===== src/datapath_pkg.sv =====
// Shared constants and carrier types for the register datapath.
// Assumes a single 250 MHz clock domain and no software register bus.
package datapath_pkg;

   localparam int WORD_W     = 30;
   localparam int ADDR_W     = 15;
   localparam int STEP_W     = 6;
   localparam int INDEX_N    = 7;
   localparam int SEL_W      = 3;
   localparam int OP_W       = 4;

   localparam logic [STEP_W-1:0] MULDIV_PRESET = 6'h1E;
   localparam logic [STEP_W-1:0] SHIFT_MAX     = 6'h3B;

   localparam int FIELD_Y_LO = 0;
   localparam int FIELD_Y_HI = 14;
   localparam int FIELD_B_LO = 15;
   localparam int FIELD_B_HI = 17;

   localparam logic [WORD_W-1:0] WORD_ZERO = 30'h00000000;
   localparam logic [ADDR_W-1:0] ADDR_ZERO = 15'h0000;
   localparam logic [ADDR_W-1:0] ADDR_ONE  = 15'h0001;

   localparam int PERIPH_CHANNELS = 12;
   localparam int INTERCOMP_CHANNELS = 2;

   // Operation codes accepted on the command port
   localparam logic [OP_W-1:0] OP_NOP      = 4'h0;
   localparam logic [OP_W-1:0] OP_ADD      = 4'h1;
   localparam logic [OP_W-1:0] OP_SUB      = 4'h2;
   localparam logic [OP_W-1:0] OP_LOAD_A   = 4'h3;
   localparam logic [OP_W-1:0] OP_LOAD_Q   = 4'h4;
   localparam logic [OP_W-1:0] OP_ADD_Q    = 4'h5;
   localparam logic [OP_W-1:0] OP_AND_Q    = 4'h6;
   localparam logic [OP_W-1:0] OP_MUL      = 4'h7;
   localparam logic [OP_W-1:0] OP_DIV      = 4'h8;
   localparam logic [OP_W-1:0] OP_SHL_A    = 4'h9;
   localparam logic [OP_W-1:0] OP_SHR_A    = 4'hA;
   localparam logic [OP_W-1:0] OP_SHL_AQ   = 4'hB;
   localparam logic [OP_W-1:0] OP_SHR_AQ   = 4'hC;
   localparam logic [OP_W-1:0] OP_LOAD_IDX = 4'hD;
   localparam logic [OP_W-1:0] OP_SHL_Q    = 4'hE;
   localparam logic [OP_W-1:0] OP_SHR_Q    = 4'hF;

   typedef struct packed {
      logic [OP_W-1:0]   op;
      logic [STEP_W-1:0] count;
      logic [SEL_W-1:0]  index_sel;
      logic [ADDR_W-1:0] jump_addr;
      logic              jump;
   } command_type;

   typedef struct packed {
      logic [WORD_W-1:0] double_hi;
      logic [WORD_W-1:0] double_lo;
      logic [ADDR_W-1:0] program_addr;
   } visible_type;

endpackage


===== src/cpu_register_datapath.sv =====
// Register datapath: accumulators, index registers, program counter
// and the transient registers that move words between them.
// Assumes storage and channels answer within the cycle of the strobe.
`timescale 1ns/1ns
`default_nettype none
module cpu_register_datapath
   import datapath_pkg::*;
(
   // Clock and reset
   input  wire logic              ref_clk,
   input  wire logic              rst_n,
   // Command port
   input  wire logic              cmd_valid,
   input  wire command_type       cmd,
   output logic                   cmd_ready,
   output logic                   busy,
   // Instruction and storage
   input  wire logic              instr_load,
   input  wire logic [WORD_W-1:0] instr_word,
   input  wire logic              modify_en,
   input  wire logic              read_strobe,
   input  wire logic [WORD_W-1:0] sense_data,
   input  wire logic              write_strobe,
   output logic      [ADDR_W-1:0] storage_addr,
   output logic      [WORD_W-1:0] write_data,
   // Input channel
   input  wire logic              chan_in_valid,
   input  wire logic [WORD_W-1:0] chan_in_data,
   // Output channels
   input  wire logic              periph_out_load,
   input  wire logic              intercomp_out_load,
   output logic      [WORD_W-1:0] peripheral_output_buffer,
   output logic      [WORD_W-1:0] intercomputer_output_buffer,
   // Visible state
   output visible_type            visible
);

////////////////////////////////////////////////////////////////////////
   typedef enum logic [2:0] {
      IDLE  = 3'b001,
      MUL   = 3'b010,
      DIV   = 3'b100
   } state_type;

   state_type          state;
   logic [WORD_W-1:0]  main_acc;
   logic [WORD_W-1:0]  aux_acc;
   logic [ADDR_W-1:0]  index_reg [1:INDEX_N];
   logic [ADDR_W-1:0]  program_addr;
   logic [WORD_W-1:0]  exchange;
   logic [ADDR_W-1:0]  addr_holder;
   logic [WORD_W-1:0]  operand_buf;
   logic [WORD_W-1:0]  instr_reg;
   logic [ADDR_W-1:0]  index_in;
   logic [ADDR_W-1:0]  index_out;
   logic [WORD_W-1:0]  adder_operand;
   logic [ADDR_W-1:0]  modified_addr;
   logic [STEP_W-1:0]  step_count;
   logic               step_done;
   logic               count_load;
   logic [STEP_W-1:0]  count_preset;
   logic               count_step;
   logic [OP_W-1:0]    shift_op;
   logic               shifting;
   logic [2*WORD_W-1:0] double_acc;
   logic [WORD_W:0]    partial;
   logic [WORD_W:0]    trial;
   logic               take;

   assign double_acc = {main_acc, aux_acc};
   assign cmd_ready  = (state == IDLE) && !shifting;
   assign busy       = !cmd_ready;
   assign take       = cmd_valid && cmd_ready;

////////////////////////////////////////////////////////////////////////
   // Step counter and address adder
   always_comb begin
      count_load   = 1'b0;
      count_preset = cmd.count;
      if (take && (cmd.op == OP_MUL || cmd.op == OP_DIV)) begin
         count_load   = 1'b1;
         count_preset = MULDIV_PRESET;
      end else if (take && (cmd.op == OP_SHL_A || cmd.op == OP_SHR_A ||
                  cmd.op == OP_SHL_AQ || cmd.op == OP_SHR_AQ ||
                  cmd.op == OP_SHL_Q || cmd.op == OP_SHR_Q)) begin
         count_load   = 1'b1;
         count_preset = cmd.count;
      end
   end

   assign count_step = (state != IDLE) || shifting;

   step_counter u_step (
      .ref_clk (ref_clk),
      .rst_n   (rst_n),
      .load    (count_load),
      .preset  (count_preset),
      .step    (count_step),
      .count   (step_count),
      .done    (step_done)
   );

   end_around_adder u_addr (
      .base      (instr_reg[FIELD_Y_HI:FIELD_Y_LO]),
      .increment (index_out),
      .sum       (modified_addr)
   );

////////////////////////////////////////////////////////////////////////
   // Outbound index: the increment; selector zero reads as zero
   always_ff @(posedge ref_clk or negedge rst_n) begin
      if (!rst_n) begin
         index_out <= ADDR_ZERO;
      end else if (instr_load) begin
         index_out <= (instr_word[FIELD_B_HI:FIELD_B_LO] == 3'h0) ?
                      ADDR_ZERO :
                      index_reg[instr_word[FIELD_B_HI:FIELD_B_LO]];
      end
   end

   // Instruction holding register with in-place address modification
   always_ff @(posedge ref_clk or negedge rst_n) begin
      if (!rst_n) begin
         instr_reg <= WORD_ZERO;
      end else if (instr_load) begin
         instr_reg <= instr_word;
      end else if (modify_en) begin
         instr_reg[FIELD_Y_HI:FIELD_Y_LO] <= modified_addr;
      end
   end

   // Inbound index register and the index bank
   always_ff @(posedge ref_clk or negedge rst_n) begin
      if (!rst_n) begin
         index_in <= ADDR_ZERO;
      end else if (take && cmd.op == OP_LOAD_IDX) begin
         index_in <= cmd.jump_addr;
      end
   end

   logic idx_write;
   logic [SEL_W-1:0] idx_sel;
   always_ff @(posedge ref_clk or negedge rst_n) begin
      if (!rst_n) begin
         idx_write <= 1'b0;
         idx_sel   <= 3'h0;
      end else begin
         idx_write <= take && cmd.op == OP_LOAD_IDX && cmd.index_sel != 3'h0;
         idx_sel   <= cmd.index_sel;
      end
   end

   genvar gi;
   generate
      for (gi = 1; gi <= INDEX_N; gi++) begin : g_index
         always_ff @(posedge ref_clk or negedge rst_n) begin
            if (!rst_n) begin
               index_reg[gi] <= ADDR_ZERO;
            end else if (idx_write && idx_sel == SEL_W'(gi)) begin
               index_reg[gi] <= index_in;
            end
         end
      end
   endgenerate

////////////////////////////////////////////////////////////////////////
   // Storage address holder, operand buffer and channel input
   always_ff @(posedge ref_clk or negedge rst_n) begin
      if (!rst_n) begin
         addr_holder <= ADDR_ZERO;
      end else if (instr_load) begin
         addr_holder <= instr_word[FIELD_Y_HI:FIELD_Y_LO];
      end else if (modify_en) begin
         addr_holder <= modified_addr;
      end
   end
   assign storage_addr = addr_holder;

   // Read clears then sets in one edge: the old word never mixes in
   always_ff @(posedge ref_clk or negedge rst_n) begin
      if (!rst_n) begin
         operand_buf <= WORD_ZERO;
      end else if (chan_in_valid) begin
         operand_buf <= chan_in_data;
      end else if (read_strobe) begin
         operand_buf <= WORD_ZERO | sense_data;
      end
   end
   assign write_data = write_strobe ? operand_buf : WORD_ZERO;

   // Exchange and adder operand registers are transient
   always_ff @(posedge ref_clk or negedge rst_n) begin
      if (!rst_n) begin
         exchange      <= WORD_ZERO;
         adder_operand <= WORD_ZERO;
      end else if (read_strobe) begin
         exchange      <= sense_data;
         adder_operand <= sense_data;
      end else if (take) begin
         exchange      <= operand_buf;
         adder_operand <= operand_buf;
      end
   end

////////////////////////////////////////////////////////////////////////
   // Sequencer and shift latch
   always_ff @(posedge ref_clk or negedge rst_n) begin
      if (!rst_n) begin
         state    <= IDLE;
         shifting <= 1'b0;
         shift_op <= OP_NOP;
      end else begin
         unique case (state)
            IDLE: begin
               if (take && cmd.op == OP_MUL) begin
                  state <= MUL;
               end else if (take && cmd.op == OP_DIV) begin
                  state <= DIV;
               end
            end
            MUL, DIV: begin
               if (step_count == 6'h01) begin
                  state <= IDLE;
               end
            end
            default: state <= IDLE;
         endcase
         if (count_load && cmd.op != OP_MUL && cmd.op != OP_DIV) begin
            shifting <= (cmd.count != 6'h00);
            shift_op <= cmd.op;
         end else if (shifting && step_count <= 6'h01) begin
            shifting <= 1'b0;
         end
      end
   end

   // Shift-add multiply and restoring divide steps
   always_comb begin
      partial = {1'b0, main_acc} +
                (aux_acc[0] ? {1'b0, adder_operand} : {1'b0, WORD_ZERO});
      trial   = {main_acc, aux_acc[WORD_W-1]} - {1'b0, adder_operand};
   end

////////////////////////////////////////////////////////////////////////
   // Accumulators
   always_ff @(posedge ref_clk or negedge rst_n) begin
      if (!rst_n) begin
         main_acc <= WORD_ZERO;
         aux_acc  <= WORD_ZERO;
      end else if (state == MUL) begin
         {main_acc, aux_acc} <= {partial, aux_acc[WORD_W-1:1]};
      end else if (state == DIV) begin
         if (!trial[WORD_W]) begin
            {main_acc, aux_acc} <= {trial[WORD_W-1:0],
                                    aux_acc[WORD_W-2:0], 1'b1};
         end else begin
            {main_acc, aux_acc} <= {double_acc[2*WORD_W-2:0], 1'b0};
         end
      end else if (shifting) begin
         unique case (shift_op)
            OP_SHL_A:  main_acc <= {main_acc[WORD_W-2:0], 1'b0};
            OP_SHR_A:  main_acc <= {main_acc[WORD_W-1], main_acc[WORD_W-1:1]};
            OP_SHL_Q:  aux_acc  <= {aux_acc[WORD_W-2:0], 1'b0};
            OP_SHR_Q:  aux_acc  <= {aux_acc[WORD_W-1], aux_acc[WORD_W-1:1]};
            OP_SHL_AQ: {main_acc, aux_acc} <= {double_acc[2*WORD_W-2:0],
                                               1'b0};
            OP_SHR_AQ: {main_acc, aux_acc} <= {double_acc[2*WORD_W-1],
                                    double_acc[2*WORD_W-1:1]};
            default: ;
         endcase
      end else if (take) begin
         unique case (cmd.op)
            OP_ADD:    main_acc <= main_acc + exchange;
            OP_SUB:    main_acc <= main_acc - exchange;
            OP_LOAD_A: main_acc <= exchange;
            OP_LOAD_Q: aux_acc  <= exchange;
            OP_ADD_Q:  aux_acc  <= aux_acc + exchange;
            OP_AND_Q:  aux_acc  <= aux_acc & exchange;
            // Product builds up in main, so an old value must not leak in
            OP_MUL:    main_acc <= WORD_ZERO;
            default: ;
         endcase
      end
   end

   // Program counter
   always_ff @(posedge ref_clk or negedge rst_n) begin
      if (!rst_n) begin
         program_addr <= ADDR_ZERO;
      end else if (take && cmd.jump) begin
         program_addr <= cmd.jump_addr;
      end else if (instr_load) begin
         program_addr <= program_addr + ADDR_ONE;
      end
   end

   // Output synchronizing buffers
   always_ff @(posedge ref_clk or negedge rst_n) begin
      if (!rst_n) begin
         peripheral_output_buffer    <= WORD_ZERO;
         intercomputer_output_buffer <= WORD_ZERO;
      end else begin
         if (periph_out_load) begin
            peripheral_output_buffer <= exchange;
         end
         if (intercomp_out_load) begin
            intercomputer_output_buffer <= exchange;
         end
      end
   end

   assign visible = '{double_hi: main_acc, double_lo: aux_acc,
                      program_addr: program_addr};

////////////////////////////////////////////////////////////////////////
   muldiv_len_a: assert property (@(posedge ref_clk) disable iff (!rst_n)
      (take && cmd.op == OP_MUL) |=> busy [*8])
      else $error("multiply ended early");
   muldiv_end_a: assert property (@(posedge ref_clk) disable iff (!rst_n)
      (take && cmd.op == OP_DIV) |-> ##[30:31] cmd_ready)
      else $error("divide did not end in time");
   count_max_a: assert property (@(posedge ref_clk) disable iff (!rst_n)
      step_count <= SHIFT_MAX)
      else $error("step count above limit");
   add_result_a: assert property (@(posedge ref_clk) disable iff (!rst_n)
      (take && cmd.op == OP_ADD && !shifting) |=>
      main_acc == $past(main_acc) + $past(exchange))
      else $error("sum not kept");
   pc_step_a: assert property (@(posedge ref_clk) disable iff (!rst_n)
      (instr_load && !(take && cmd.jump)) |=>
      program_addr == $past(program_addr) + ADDR_ONE)
      else $error("program counter did not step");
   sel_zero_a: assert property (@(posedge ref_clk) disable iff (!rst_n)
      (instr_load && instr_word[FIELD_B_HI:FIELD_B_LO] == 3'h0) |=>
      index_out == ADDR_ZERO)
      else $error("selector zero not zero");
   chan_in_a: assert property (@(posedge ref_clk) disable iff (!rst_n)
      chan_in_valid |=> operand_buf == $past(chan_in_data))
      else $error("channel word not buffered");
   idx_hold_a: assert property (@(posedge ref_clk) disable iff (!rst_n)
      !idx_write |=> $stable(index_reg[1]))
      else $error("index register changed");
   cov_mul_c: cover property (@(posedge ref_clk)
      state == MUL ##1 state == IDLE);
   cov_div_c: cover property (@(posedge ref_clk)
      state == DIV ##1 state == IDLE);
   cov_shift_c: cover property (@(posedge ref_clk)
      shifting && shift_op == OP_SHL_AQ);
endmodule
`default_nettype wire


===== src/end_around_adder.sv =====
// Fifteen-bit ones' complement adder with end-around carry.
// Pure combinational; used for operand address modification.
`timescale 1ns/1ns
`default_nettype none
module end_around_adder
   import datapath_pkg::*;
(
   // Operands
   input  wire logic [ADDR_W-1:0] base,
   input  wire logic [ADDR_W-1:0] increment,
   // Result
   output logic      [ADDR_W-1:0] sum
);
   logic [ADDR_W:0] raw;

   always_comb begin
      raw = {1'b0, base} + {1'b0, increment};
      // Carry out re-enters the low bit
      sum = raw[ADDR_W-1:0] + {{(ADDR_W-1){1'b0}}, raw[ADDR_W]};
   end
endmodule
`default_nettype wire


===== src/step_counter.sv =====
// Six-bit shift step counter, counting down from a preset.
// Assumes load and step are never asserted together by the sequencer.
`timescale 1ns/1ns
`default_nettype none
module step_counter
   import datapath_pkg::*;
(
   // Clock and reset
   input  wire logic              ref_clk,
   input  wire logic              rst_n,
   // Control
   input  wire logic              load,
   input  wire logic [STEP_W-1:0] preset,
   input  wire logic              step,
   // State
   output logic      [STEP_W-1:0] count,
   output logic                   done
);
   always_ff @(posedge ref_clk or negedge rst_n) begin
      if (!rst_n) begin
         count <= '0;
      end else if (load) begin
         // Requests beyond the limit are clipped, never wrapped
         count <= (preset > SHIFT_MAX) ? SHIFT_MAX : preset;
      end else if (step && count != '0) begin
         count <= count - 6'h01;
      end
   end

   assign done = (count == '0);
endmodule
`default_nettype wire


===== config.mk =====
export PLATFORM = sky130hd
export DESIGN_NAME = cpu_register_datapath
export DESIGN_NICKNAME = d
export VERILOG_FILES = /design/src/datapath_pkg.sv /design/src/cpu_register_datapath.sv /design/src/end_around_adder.sv /design/src/step_counter.sv
export SDC_FILE = /design/constraint.sdc
export NUM_CORES = 1
export LEC_CHECK = 0
export BUFFER_PORTS_ARGS = -buffer_cell sky130_fd_sc_hd__buf_4
export CORE_AREA = 2 2 261 263
export CTS_CLUSTER_SIZE = 20
export DETAILED_ROUTE_END_ITERATION = 6
export DIE_AREA = 0 0 263 265
export GPL_TIMING_DRIVEN = 0
export SYNTH_ARGS = -nofsm -noshare
export SYNTH_HDL_FRONTEND = slang
export SYNTH_HIERARCHICAL = 1
export SYNTH_SLANG_ARGS = --single-unit

===== constraint.sdc =====
create_clock -name ref_clk -period 9.6 [get_ports ref_clk]
set_input_delay 1.92 -clock ref_clk [delete_from_list [all_inputs] [get_ports ref_clk]]
set_output_delay 1.92 -clock ref_clk [all_outputs]
set_load 0.03 [all_outputs]

Word level (Yosys, flattened, before mapping)

Cells that the tools add are included.

Output and inout bits: 182
Register bits: 363

Equality and inequality tests: 43
Add/subtract/negate cells: 9
Reductions and logical operators: 50
Order comparisons: 3
Multiplexer cells: 40
Bitwise logic cells: 2

Operator list:

| kind                                                             | number |
|---|---|
| 30-bit 2-to-1 mux                                                | 15 |
| 30-bit case mux with 3 select lines                              | 3 |
| 30-bit case mux with 4 select lines                              | 1 |
| 15-bit 2-to-1 mux                                                | 7 |
| 30-bit adder                                                     | 2 |
| 4-bit == test (second input constant)                            | 14 |
| 15-bit binary-select mux with 3-bit select                       | 1 |
| 30-bit by 30-bit adder with 31-bit output                        | 1 |
| 31-bit by 30-bit subtractor with 31-bit output                   | 1 |
| 30-bit bitwise AND                                               | 1 |
| 30-bit subtractor                                                | 1 |
| 6-bit 2-to-1 mux                                                 | 4 |
| 1-bit logical AND                                                | 20 |
| 6-bit nonzero test                                               | 3 |
| 15-bit by 15-bit adder with 16-bit output                        | 1 |
| 4-bit by 3-bit == test with 1-bit output (second input constant) | 4 |
| 15-bit by 1-bit adder with 15-bit output                         | 1 |
| 15-bit by 1-bit adder with 15-bit output (second input constant) | 1 |
| 3-bit == test (second input constant)                            | 5 |
| 6-bit by 2-bit != test with 1-bit output (second input constant) | 2 |
| 2-bit nonzero test                                               | 6 |
| 3-bit by 2-bit == test with 1-bit output (second input constant) | 3 |
| 3-bit 2-to-1 mux                                                 | 3 |
| 4-bit by 2-bit == test with 1-bit output (second input constant) | 2 |
| 27 further kinds                                                 | 45 |

Depth between registers and ports, before layout

Word-level depth: 12
Depth in mapped cells: 19

Modules after synthesis

Netlist, hierarchy kept.

Modules (own cells, without submodules):

| module                | sequential area each (um^2) | instances | area each (um^2) | cells each |
|---|---|---|---|---|
| cpu_register_datapath | 8,934.8                     | 1         | 25,072.8         | 2,756 |
| end_around_adder      | 0.0                         | 1         | 937.1            | 123 |
| step_counter          | 150.1                       | 1         | 441.7            | 52 |

Worst setup path after synthesis

OpenSTA, ideal clock, no wires.

Kind: input -> register
Start: input port cmd[25] (netlist name)
End: register main_acc[29]
Path slack: 4.083 ns
Library setup time: 0.129 ns
Arrival: 5.388 ns
Stages on the path: 16
Data required time: 9.471 ns
Cells stage by stage: clkbuf_1 > nor4_1 > clkbuf_1 > a21oi_1 > xnor2_1 > ha_1 > a21oi_1 > o21ai_0 > a311o_1 > a31oi_1 > o21ai_1 > a221oi_1 > a21oi_1 > xnor2_1 > o22ai_1 > a2bb2oi_1

Cells in the longest elaborated chain, start to end: 6
Elaborated cells on any way between the ends: 11
Classes of those cells: eq/ne (4); mux (5); reduce/logical (2)

Ends and longest elaborated chain:

| what                                                                   | line                         | text |
|---|---|---|
| from (decl)                                                            | cpu_register_datapath.sv:14  | `input wire command_type cmd,` |
| 4-bit by 3-bit == test with 1-bit output, or another cell as far along | cpu_register_datapath.sv:272 | `unique case (cmd.op)` |
| 30-bit case mux with 4 select lines                                    | cpu_register_datapath.sv:272 |  |
| 30-bit 2-to-1 mux                                                      | cpu_register_datapath.sv:271 | `end else if (take) begin` |
| 30-bit 2-to-1 mux                                                      | cpu_register_datapath.sv:259 | `end else if (shifting) begin` |
| 30-bit 2-to-1 mux                                                      | cpu_register_datapath.sv:252 | `end else if (state == DIV) begin` |
| 30-bit 2-to-1 mux                                                      | cpu_register_datapath.sv:250 | `end else if (state == MUL) begin` |
| to (signal assigned)                                                   | cpu_register_datapath.sv:251 | `{main_acc, aux_acc} <= {partial, aux_acc[WORD_W-1:1]};` |
| to (signal assigned)                                                   | cpu_register_datapath.sv:254 | `{main_acc, aux_acc} <= {trial[WORD_W-1:0],` |
| to (signal assigned)                                                   | cpu_register_datapath.sv:261 | `OP_SHL_A: main_acc <= {main_acc[WORD_W-2:0], 1'b0};` |
| to (decl)                                                              | cpu_register_datapath.sv:46  | `logic [WORD_W-1:0] main_acc;` |

Several ways; a longest one is shown, not always the timed one. The select of a mux whose other input is x is not followed.
A chain may end at the register's enable or synchronous reset.

Worst setup path in the final report

Start: input port cmd[26] (netlist name)
End: register main_acc[29]

The elaborated chain is that of the path after synthesis.

==> results.py <==
metrics = {
    "outcome": {
        "outcome": "finished clean",
    },
    "sta": {
        "drv_slew": 0,
        "fin_tns_setup_ns": 0,
        "fin_hold_ws_ns": 0.503,
        "period_needed_ns": 6.71,
        "worst_slack_ns": 2.89,
        "finClkSkew_ns": 0.0385,
        "grt_setup_unrepaired": "no",
        "tightest_slew_ns": 1.37,
        "fin_crit_sh": 0.699,
        "maxSlewHeadroom": 0.0814,
        "finalSetupViolCount": 0,
        "fmax_ghz": 0.149,
        "hold_viol_final": 0,
    },
    "synthesis": {
        "async_flop_share": 1.00,
        "synth_cell_types": 100,
        "syn_area_mm2": 0.0265,
        "yosysTopAreaCell": "dfrtp_1",
        "yosysWarnings": 6,
        "syn_nets": 3205,
        "synth_ff_type": "dfrtp_1",
        "synth_top_cells_by_count": "dfrtp_1 (362), nand2_1 (328), mux2_2 (220)",
        "yosysMostFrequentCell": "dfrtp_1",
        "synth.area.top_cells": "dfrtp_1 (34%), mux2_2 (9.4%), ha_1 (6.6%), nand2_1 (4.7%), a21oi_1 (4.1%)",
        "avgSynthCellArea_um2": 9.02,
        "ys_seq_area_frac": 0.343,
        "synthCells": 2931,
        "yosys_register_bits": 363,
        "synth_edf_count": 0,
        "synth_top_area_share": 0.342,
    },
    "clock_network": {
        "cts-root-buf": "clkbuf_16",
        "cts_tree": "done",
        "clockBufferDepth": 3,
        "cts_hold_buf": 0,
        "clock-sinks": 363,
        "htree_levels": 2,
        "cts_resized": 0,
        "clock_latency_ns": 0.61,
        "clk_pin_slew_ns": 0.07,
        "post-cts-setup-buffers": 0,
        "cts_buffers": 43,
    },
    "placement": {
        "finalWeightedCongestion": 0.999,
        "hpwl_um": 78000,
        "portBuffers": 287,
        "pre_cts_slack_ns": 2.70,
    },
    "pwr": {
        "vdd_drop_max_mv": 0.159,
        "leakage_nw": 14.2,
        "powerDensity_mw_per_mm2": 337,
        "finalPower_w": 0.0105,
    },
    "floorplan": {
        "die_h_um": 265,
        "dieArea_mm2": 0.0697,
        "core.rowCount": 95,
        "start_util": 0.396,
        "chipWidth_um": 263,
        "coreArea_mm2": 0.0668,
        "ios": 311,
    },
    "worst_hold_path": {
        "holdCritPathClass": "reg -> reg",
    },
    "setup_path": {
        "start_kind": "input pin",
        "crit_type": "in -> reg",
        "cp_max_fo": 10,
        "cp.arrival_ns": 7.19,
        "crit_path_end_kind": "flip-flop",
        "cp_slowest_cell": "nor4_2",
        "cpMostUsedCell": "a21oi_1",
        "critPathMaxStageDelay_ns": 0.91,
        "critPathRequiredTime_ns": 10.08,
        "path_cells": "buf_4 -> inv_1 -> nor4_2 -> clkbuf_1 -> nor2_1 -> xnor2_1 -> ha_1 -> o31ai_1 -> a21oi_1 -> a21oi_1 -> o21ai_1 -> a221oi_1 -> a21oi_1 -> xnor2_1 -> o22ai_1 -> a2bb2oi_1",
    },
    "routing": {
        "drt-initial-drc-count": 3204,
        "drc": 0,
        "wl_um": 103000,
        "drt_pre_antenna_iters": 7,
        "routed_via_density": 6.08,
        "antenna_left": 0,
        "vias": 25400,
        "routedWlPerCell_um": 24.8,
    },
    "layout": {
        "nets": 3540,
        "largest_register_ffs": 105,
        "drive_above_1_share": 0.194,
        "area.growth.synth_to_final_pct": 18.3,
        "utilization": 0.468,
        "fillers": 6582,
    },
    "global_route": {
        "grt_usage": 0.288,
        "grt_antenna_before_repair": 7,
        "grt_max_degree": 113,
        "grt_first_pass_wirelength_um": 153000,
        "grt_pass1_vias": 23700,
        "overflow": 0,
    },
    "run": {
        "drv_cap": 0,
    },
}
[power by group]
group / internal (W) / total [W] / switching (W)
sequential: 0.00186 / 0.00252 / 0.000668
combinational: 0.00240 / 0.00627 / 0.00387
clock: 0.00103 / 0.00175 / 0.000716
total: 0.00529 / 0.0105 / 0.00526
[critical path: cells and delay by family]
family                   cells  cell delay [ns]
XOR/XNOR                     2             0.41
buffers and inverters        3             0.90
adder cells (fa/ha/maj)      1             0.26
AO/OA/AOI/OAI                8             2.65
AND/OR/NAND/NOR              2             1.02
[path summary, 6_finish.rpt]
kind	from	endpoint	slack, ns	cells after the start
max	cmd[26]	main_acc[29]$_DFFE_PN0P_	2.89	16
min	index_reg[11]$_DFFE_PN0P_	index_reg[11]$_DFFE_PN0P_	0.50	1
max reg2reg	adder_operand[5]$_DFFE_PN0P_	main_acc[29]$_DFFE_PN0P_	4.35	19
min reg2reg	index_reg[11]$_DFFE_PN0P_	index_reg[11]$_DFFE_PN0P_	0.50	1
max in group asynchronous	rst_n	peripheral_output_buffer[11]$_DFFE_PN0P_	6.80	3
min in group asynchronous	rst_n	peripheral_output_buffer[21]$_DFFE_PN0P_	1.26	1
[cell families (layout without fill, tap and decap cells)]
group           after synthesis  after routing  share of synthesized area
xor+xnor                    160            160                     0.0535
mux                         308            308                      0.134
flops                       363            363                      0.343
other cells                   0              7                          0
compound gates              880            880                      0.216
buf+inv                     243            608                     0.0357
fa+ha+maj                   145            145                     0.0700
simple gates                832            832                      0.147
[area by class of cell]
type | instances | area [um2] | share of cell area
diodes | 7 | 17.5 | 0.000560
flip-flops and latches | 363 | 9080 | 0.290
clock buffers | 59 | 1230 | 0.0392
clock inverters | 16 | 249 | 0.00796
repair buffers | 290 | 2240 | 0.0717
multi-input cells | 2325 | 16400 | 0.525
inverters | 63 | 236 | 0.00756
well taps | 873 | 1090 | 0.0349
plain buffers | 180 | 708 | 0.0226
[routing by layer]
layer / up-vias / GRT usage / part of all wire
met1: 12300 / 0.411 / 0.43
met5: - / 0 / 0.00039
li1: 11500 / - / -
met4: 6 / 0.110 / 0.042
met3: 242 / 0.0738 / 0.11
met2: 1367 / 0.415 / 0.41
[layout by cell type (no fill, tap or decap), drive strengths merged, types with 71 or more instances in the layout]
cell type / n
dfrtp: 362
mux2: 222
a21oi: 220
xnor2: 102
ha: 140
buf: 308
mux2i: 71
o21ai: 205
nand2: 329
clkbuf: 221
nor2: 201
[stage by stage]
stage	instances	area, um2
2_1_floorplan	2931	26500
3_3_place_gp	4091	29700
3_5_place_dp	4094	29800
4_1_cts	4169	31300
5_1_grt	4172	31300
6_report	4176	31300
No activity file was read; power rests on OpenSTA's default activity.
